--- src/rtl/prx_pkg.sv ---
package prx_pkg;

   // register indices (word addresses on the register port)
   localparam logic [7:0] PRX_ADDR_FRAME_SIZE   = 8'hC0;
   localparam logic [7:0] PRX_ADDR_RX_DATA_POP  = 8'hC1;
   localparam logic [7:0] PRX_ADDR_RX_FRAMES    = 8'hD0;
   localparam logic [7:0] PRX_ADDR_RX_BCAST     = 8'hD1;
   localparam logic [7:0] PRX_ADDR_RX_MCAST     = 8'hD2;
   localparam logic [7:0] PRX_ADDR_RX_UCAST     = 8'hD3;
   localparam logic [7:0] PRX_ADDR_RX_FCS_ERR   = 8'hD4;
   localparam logic [7:0] PRX_ADDR_RX_ALIGN_ERR = 8'hD5;
   localparam logic [7:0] PRX_ADDR_RX_LEN_ERR   = 8'hD6;
   localparam logic [7:0] PRX_ADDR_RX_PHY_ERR   = 8'hD7;
   localparam logic [7:0] PRX_ADDR_TX_FRAMES    = 8'hD8;
   localparam logic [7:0] PRX_ADDR_TX_BCAST     = 8'hD9;
   localparam logic [7:0] PRX_ADDR_TX_MCAST     = 8'hDA;
   localparam logic [7:0] PRX_ADDR_TX_UCAST     = 8'hDB;
   localparam logic [7:0] PRX_ADDR_RX_FULL_DROP = 8'hDC;

   localparam int          PRX_NUM_TALLY   = 13;
   localparam logic [31:0] PRX_TALLY_RESET = 32'h0000_0000;
   localparam logic [31:0] PRX_DATA_RESET  = 32'h0000_0000;
   localparam int          PRX_SIZE_W      = 11;
   localparam int          PRX_FIFO_DEPTH  = 16;

   // tally indices, in register order
   localparam int PRX_T_RX_FRM   = 0;
   localparam int PRX_T_RX_BC    = 1;
   localparam int PRX_T_RX_MC    = 2;
   localparam int PRX_T_RX_UC    = 3;
   localparam int PRX_T_RX_FCS   = 4;
   localparam int PRX_T_RX_ALIGN = 5;
   localparam int PRX_T_RX_LEN   = 6;
   localparam int PRX_T_RX_PHY   = 7;
   localparam int PRX_T_TX_FRM   = 8;
   localparam int PRX_T_TX_BC    = 9;
   localparam int PRX_T_TX_MC    = 10;
   localparam int PRX_T_TX_UC    = 11;
   localparam int PRX_T_RX_DROP  = 12;

   // one received-frame outcome, one-cycle strobe
   typedef struct packed {
      logic valid;
      logic broadcast;
      logic multicast;
      logic fcs_err;
      logic phy_err;
      logic align_err;
      logic length_err;
      logic flooded;
      logic host_fifo_full;
      logic port_fifo_full;
   } prx_rx_event_t;

   // one transmitted-frame outcome, one-cycle strobe
   typedef struct packed {
      logic valid;
      logic broadcast;
      logic multicast;
   } prx_tx_event_t;

   // one word entering the host receive FIFO
   typedef struct packed {
      logic [31:0] data;
      logic        last;
   } prx_word_t;

   // register port request
   typedef struct packed {
      logic       rd;
      logic       wr;
      logic [7:0] addr;
      logic       generic_spi;
   } prx_reg_req_t;

endpackage

--- src/rtl/prx_fifo.sv ---
`timescale 1ns/10ps
module prx_fifo
#(
   parameter int WIDTH = 33,
   parameter int DEPTH = 16
)
(
   input  wire logic             clk,
   input  wire logic             rstn,
   input  wire logic [WIDTH-1:0] in_data,
   input  wire logic             in_valid,
   output      logic             in_ready,
   output      logic [WIDTH-1:0] out_data,
   output      logic             out_valid,
   input  wire logic             out_ready
);
   localparam int AW = $clog2(DEPTH);

   logic [WIDTH-1:0] mem [DEPTH];
   logic [AW-1:0]    wr_ptr_q;
   logic [AW-1:0]    rd_ptr_q;
   logic [AW:0]      count_q;
   logic             push;
   logic             pop;

   assign in_ready  = (count_q != (AW+1)'(DEPTH));
   assign out_valid = (count_q != '0);
   assign push      = in_valid & in_ready;
   assign pop       = out_valid & out_ready;
   assign out_data  = mem[rd_ptr_q];

   always_ff @(posedge clk)
   begin
      if (push)
      begin
         mem[wr_ptr_q] <= in_data;
      end
   end

   always_ff @(posedge clk)
   begin
      if (!rstn)
      begin
         wr_ptr_q <= '0;
         rd_ptr_q <= '0;
         count_q  <= '0;
      end
      else
      begin
         if (push)
         begin
            wr_ptr_q <= wr_ptr_q + 1'b1;
         end
         if (pop)
         begin
            rd_ptr_q <= rd_ptr_q + 1'b1;
         end
         count_q <= count_q + (AW+1)'(push) - (AW+1)'(pop);
      end
   end
endmodule

--- src/rtl/prx_rx_pop_stats.sv ---
`timescale 1ns/10ps
module prx_rx_pop_stats
   import prx_pkg::*;
(
   input  wire logic                  clk,
   input  wire logic                  rstn,
   input  wire prx_reg_req_t          reg_req,
   output      logic [31:0]           reg_rdata,
   output      logic                  reg_rvalid,
   input  wire prx_word_t             rx_word,
   input  wire logic                  rx_word_valid,
   output      logic                  rx_word_ready,
   input  wire logic [PRX_SIZE_W-1:0] head_frame_byte_length,
   input  wire prx_rx_event_t         rx_event,
   input  wire prx_tx_event_t         tx_event
);

   // ------------------------------------------------------------
   // receive FIFO
   // ------------------------------------------------------------
   prx_word_t   head_word;
   logic        head_valid;
   logic        pop_en;
   logic        gate_q;

   prx_fifo
   #(
      .WIDTH ($bits(prx_word_t)),
      .DEPTH (PRX_FIFO_DEPTH)
   )
   u_fifo
   (
      .clk       (clk),
      .rstn      (rstn),
      .in_data   (rx_word),
      .in_valid  (rx_word_valid),
      .in_ready  (rx_word_ready),
      .out_data  (head_word),
      .out_valid (head_valid),
      .out_ready (pop_en)
   );

   logic rd_data;
   logic rd_size;

   assign rd_data = reg_req.rd & (reg_req.addr == PRX_ADDR_RX_DATA_POP);
   assign rd_size = reg_req.rd & (reg_req.addr == PRX_ADDR_FRAME_SIZE);
   // a generic-SPI read of the data word pops one word while the gate is open and a word is held; bursts just repeat it
   assign pop_en  = rd_data & reg_req.generic_spi & ~gate_q & head_valid;

   // ------------------------------------------------------------
   // frame gate
   // ------------------------------------------------------------
   always_ff @(posedge clk)
   begin
      if (!rstn)
      begin
         gate_q <= 1'b0;
      end
      else if (pop_en && head_word.last)
      begin
         gate_q <= 1'b1;
      end
      else if (rd_size && reg_req.generic_spi)
      begin
         gate_q <= 1'b0;
      end
   end

   // ------------------------------------------------------------
   // statistics tallies
   // ------------------------------------------------------------
   logic [PRX_NUM_TALLY-1:0] inc;
   logic [31:0]              tally_q [PRX_NUM_TALLY];
   logic                     rx_drop;

   // a flooded frame only counts as dropped when both targets are full
   assign rx_drop = rx_event.flooded ? (rx_event.host_fifo_full & rx_event.port_fifo_full)
                                     : rx_event.host_fifo_full;

   always_comb
   begin
      inc                 = '0;
      inc[PRX_T_RX_FRM]   = rx_event.valid;
      inc[PRX_T_RX_BC]    = rx_event.valid & rx_event.broadcast;
      inc[PRX_T_RX_MC]    = rx_event.valid & rx_event.multicast & ~rx_event.broadcast;
      inc[PRX_T_RX_UC]    = rx_event.valid & ~rx_event.multicast & ~rx_event.broadcast;
      inc[PRX_T_RX_FCS]   = rx_event.valid & (rx_event.fcs_err | rx_event.phy_err);
      inc[PRX_T_RX_ALIGN] = rx_event.valid & rx_event.align_err;
      inc[PRX_T_RX_LEN]   = rx_event.valid & rx_event.length_err;
      inc[PRX_T_RX_PHY]   = 1'b0;
      inc[PRX_T_TX_FRM]   = tx_event.valid;
      inc[PRX_T_TX_BC]    = tx_event.valid & tx_event.broadcast;
      inc[PRX_T_TX_MC]    = tx_event.valid & tx_event.multicast & ~tx_event.broadcast;
      inc[PRX_T_TX_UC]    = tx_event.valid & ~tx_event.multicast & ~tx_event.broadcast;
      inc[PRX_T_RX_DROP]  = rx_event.valid & rx_drop;
   end

   // free-running, writes never reach them
   genvar gi;
   generate
      for (gi = 0; gi < PRX_NUM_TALLY; gi++)
      begin : g_tally
         always_ff @(posedge clk)
         begin
            if (!rstn)
            begin
               tally_q[gi] <= PRX_TALLY_RESET;
            end
            else if (inc[gi])
            begin
               tally_q[gi] <= tally_q[gi] + 32'h0000_0001;
            end
         end
      end
   endgenerate

   // ------------------------------------------------------------
   // read data
   // ------------------------------------------------------------
   logic [31:0] rdata_d;

   always_comb
   begin
      rdata_d = PRX_DATA_RESET;
      case (reg_req.addr)
         PRX_ADDR_FRAME_SIZE:   rdata_d = {21'h0, head_frame_byte_length};
         PRX_ADDR_RX_DATA_POP:  rdata_d = pop_en ? head_word.data : PRX_DATA_RESET;
         PRX_ADDR_RX_FRAMES:    rdata_d = tally_q[PRX_T_RX_FRM];
         PRX_ADDR_RX_BCAST:     rdata_d = tally_q[PRX_T_RX_BC];
         PRX_ADDR_RX_MCAST:     rdata_d = tally_q[PRX_T_RX_MC];
         PRX_ADDR_RX_UCAST:     rdata_d = tally_q[PRX_T_RX_UC];
         PRX_ADDR_RX_FCS_ERR:   rdata_d = tally_q[PRX_T_RX_FCS];
         PRX_ADDR_RX_ALIGN_ERR: rdata_d = tally_q[PRX_T_RX_ALIGN];
         PRX_ADDR_RX_LEN_ERR:   rdata_d = tally_q[PRX_T_RX_LEN];
         PRX_ADDR_RX_PHY_ERR:   rdata_d = tally_q[PRX_T_RX_PHY];
         PRX_ADDR_TX_FRAMES:    rdata_d = tally_q[PRX_T_TX_FRM];
         PRX_ADDR_TX_BCAST:     rdata_d = tally_q[PRX_T_TX_BC];
         PRX_ADDR_TX_MCAST:     rdata_d = tally_q[PRX_T_TX_MC];
         PRX_ADDR_TX_UCAST:     rdata_d = tally_q[PRX_T_TX_UC];
         PRX_ADDR_RX_FULL_DROP: rdata_d = tally_q[PRX_T_RX_DROP];
         default:               rdata_d = PRX_DATA_RESET;
      endcase
   end

   always_ff @(posedge clk)
   begin
      if (!rstn)
      begin
         reg_rdata  <= PRX_DATA_RESET;
         reg_rvalid <= 1'b0;
      end
      else
      begin
         reg_rvalid <= reg_req.rd;
         if (reg_req.rd)
         begin
            reg_rdata <= rdata_d;
         end
      end
   end
endmodule

--- config.mk ---
export PLATFORM = sky130hd
export DESIGN_NAME = prx_rx_pop_stats
export DESIGN_NICKNAME = d
export VERILOG_FILES = /design/src/rtl/prx_pkg.sv /design/src/rtl/prx_fifo.sv /design/src/rtl/prx_rx_pop_stats.sv
export SDC_FILE = /design/constraint.sdc
export NUM_CORES = 1
export LEC_CHECK = 0
export BUFFER_PORTS_ARGS = -buffer_cell sky130_fd_sc_hd__buf_2
export CAP_MARGIN = 20
export CORE_MARGIN = 3
export CORE_UTILIZATION = 45
export CTS_CLUSTER_DIAMETER = 40
export DETAILED_ROUTE_END_ITERATION = 10
export SKIP_CTS_REPAIR_TIMING = 1
export SYNTH_ARGS = -nofsm -noshare
export SYNTH_HDL_FRONTEND = slang
export SYNTH_SLANG_ARGS = --single-unit
--- constraint.sdc ---
create_clock -name clk -period 5.05 [get_ports clk]
set_input_delay 1.515 -clock clk [delete_from_list [all_inputs] [get_ports clk]]
set_output_delay 1.515 -clock clk [all_outputs]
set_load 0.05 [all_outputs]
==> run metrics <==
Post-DP Area=0.0488 mm²; crit-path max FO=5; die height=327 µm; drt wl/cell=approximately 26 µm; drt pass-1 iters=7; DR vias=~30,000; RePlAce Congestion=0.987; die area=between 0.1 and 0.15 mm²; area of the mapped netlist=around 0.046 mm²; Lkg Pwr=around 18 nW; vias in the first global route=between 20,000 and 30,000; Via density=between 5 and 6; io pins=around 110; most frequent cells in the layout=edfxtp_1, nor2_1, nand2_1; first-pass GRT wire length=a little under 200 mm; Clock transition at path regs=around 60 ps; Yosys cell types=85; CTS tree=done; Setup Skew=between 20 and 30 ps; asr flop ratio synth=0%; DRC=0; worst skew pair latency=740 ps; unrepaired setup endpoints after global routing=no; CTS H-tree lvls=4; power density over the cells=around 390 mW/mm²; core area=between 0.1 and 0.15 mm²; Final Hold Viols=0; width of the die=327 µm; HP Class=register to register; fin area=about 0.054 mm²; hold slack=approximately 490 ps; Sink Count=~960; outcome=complete, no violations; fill count=8,656; antenna violations before repair=12; antenna-violating nets left=0; net count after synthesis=around 3,600; r2r setup slk=slightly below 2000 ps; GR Overflow Total=0; peak supply drop=0.373 mV; DRT Wirelength=132 mm; Worst Tran Pin Value=roughly 1100 ps; largest net degree at the start of global routing=64; highest clock rate=~280 MHz; initial core utilization=roughly 45%; Min Clock Period, post-route=approximately 3500 ps; Clock Tree Buf Depth=3; top_reg_cell synth=edfxtp_1; commonest non-fill, non-tap cell in the layout=edfxtp_1; synth top area cells=edfxtp_1, mux4_2, nor2_1, mux2i_1, xnor2_1; data required time of the critical path=between 5000 and 6000 ps; Total Routing Usage GR=around 25%; CP Class=primary input to register; Synth Instances=3,520; Core Rows=117; Area Growth Syn to Fin=15.9%; Post-synth EDFFs=roughly 910; Num CTS Buffers=approximately 150; Setup violations, final=0; area leader, netlist=edfxtp_1; critical path arrival=about 4200 ps; HPWL Detailed=~89 mm; Max-slew headroom=24.9%; Setup TNS=0 ps; Max-Cap Viols=0; max-slew violations=0; port bufs=approximately 100; share of the synthesized area in the top cell type=between 50% and 60%; nets=~3,800; post-layout util=a little over half; CP startpoint kind=primary input; Synth warnings=0; mean post-synth cell area=approximately 13 µm²; CP Capture Type=register; First DRT Iteration DRCs=~3,500; FF+latch count, synth=approximately 960; layout cells sized above 1=between 10% and 20%; Root Buffer=clkbuf_16; register area share after synthesis=61.1%; final worst-path cycle share=a little over two thirds
final timing paths:
check                     startpoint                end  depth (start not counted)
setup / recovery          reg_req[4]  u_fifo.count_q[4]                         14
hold / removal    u_fifo.rd_ptr_q[1]           register                          2
setup reg to reg   u_fifo.count_q[3]  u_fifo.count_q[4]                         13
hold reg to reg   u_fifo.rd_ptr_q[1]           register                          2
synthesized netlist by cell type (9+ instances only):
| cell | n |
|---|---|
| o221ai_1 | 18 |
| o31ai_1 | 11 |
| or2_2 | 9 |
| mux2_2 | 46 |
| o21ai_0 | 61 |
| nor4_1 | 35 |
| dfxtp_1 | 51 |
| o211ai_1 | 14 |
| nand4_1 | 100 |
| a211oi_1 | 9 |
| nand2b_1 | 10 |
| edfxtp_1 | 912 |
| a21oi_1 | 95 |
| mux2i_1 | 147 |
| and3_1 | 64 |
| inv_1 | 66 |
| a2bb2oi_1 | 9 |
| nor4_2 | 9 |
| nand3_1 | 141 |
| clkbuf_1 | 116 |
| a22o_1 | 10 |
| xor2_1 | 148 |
| xnor2_1 | 156 |
| nor2b_1 | 29 |
| mux4_2 | 136 |
| a31oi_1 | 9 |
| o21ai_1 | 19 |
| or3_1 | 45 |
| or4_1 | 18 |
| nor3b_1 | 17 |
| and4_1 | 40 |
| nand2_1 | 176 |
| ha_1 | 23 |
| o32ai_1 | 14 |
| o2bb2ai_1 | 10 |
| and2_1 | 24 |
| buf_2 | 50 |
| a22oi_1 | 32 |
| buf_1 | 13 |
| nor3_1 | 62 |
| nor2_1 | 441 |
| o22ai_1 | 34 |
kinds of logic (layout without fill, tap and decap cells):
group           count (synthesis)  after routing  share of synthesized area, %
flops                         963            963                          61.1
fa+ha+maj                      25             25                         0.684
mux                           329            329                          10.9
buf+inv                       253            541                          2.24
simple gates                 1255           1255                          13.7
xor+xnor                      304            304                          5.73
other cells                     0              6                             0
compound gates                391            391                          5.59
critical path, cell delays in order:
cell,delay [ps]
buf_2,130
nor3_1,180
buf_4,160
and2_1,380
nand3_1,200
inv_2,150
ha_1,140
inv_1,40
ha_1,210
fa_1,400
a21oi_1,160
nor2_1,60
or3_1,340
a21oi_1,140
cell type report:
cell class,count,area [µm²],share of cell area (%)
Timing Repair Buffer,204,1340,2.48
Clock buffer,174,3840,7.13
Sequential cell,963,28400,52.8
Antenna cell,6,15.0,0.0279
Inverter,67,251,0.467
Multi-Input combinational cell,2304,17100,31.8
Clock inverter,96,1140,2.11
Tap cell,1368,1710,3.18
state kept, by name, indices dropped and copies added (netlist names), named ones only:
signal           flops
u_fifo.mem         528
u_fifo.wr_ptr_q      4
gate_q               1
u_fifo.count_q       5
reg_rdata           32
tally_q            384
reg_rvalid           1
u_fifo.rd_ptr_q      4
metal layers:
metal	GRT usage (%)	share of wire [%]	wire [µm]
met5	0	0.023	30
met4	9.05	3.6	4760
met1	34.8	43	56400
met2	37.3	45	60200
met3	5.51	8.3	11100
where the power goes:
part / switching [mW] / leakage (nW) / total, mW / internal [mW]
Combinational: 0.808 / 5.84 / 1.23 / 0.422
Sequential: 0.325 / 9.29 / 9.42 / 9.09
Clock: 3.83 / 2.38 / 10.2 / 6.42
per-stage QoR:
step	cells	setup slack [ps]	total power, mW
after floorplan	3520	244	10.2
final	5182	1510	20.9
after detailed placement	4905	841	10.8
after CTS	5175	1620	21.1
after global placement	4905	821	10.8
after global routing	5177	1370	21.5
(Power assumes the default switching activity.)
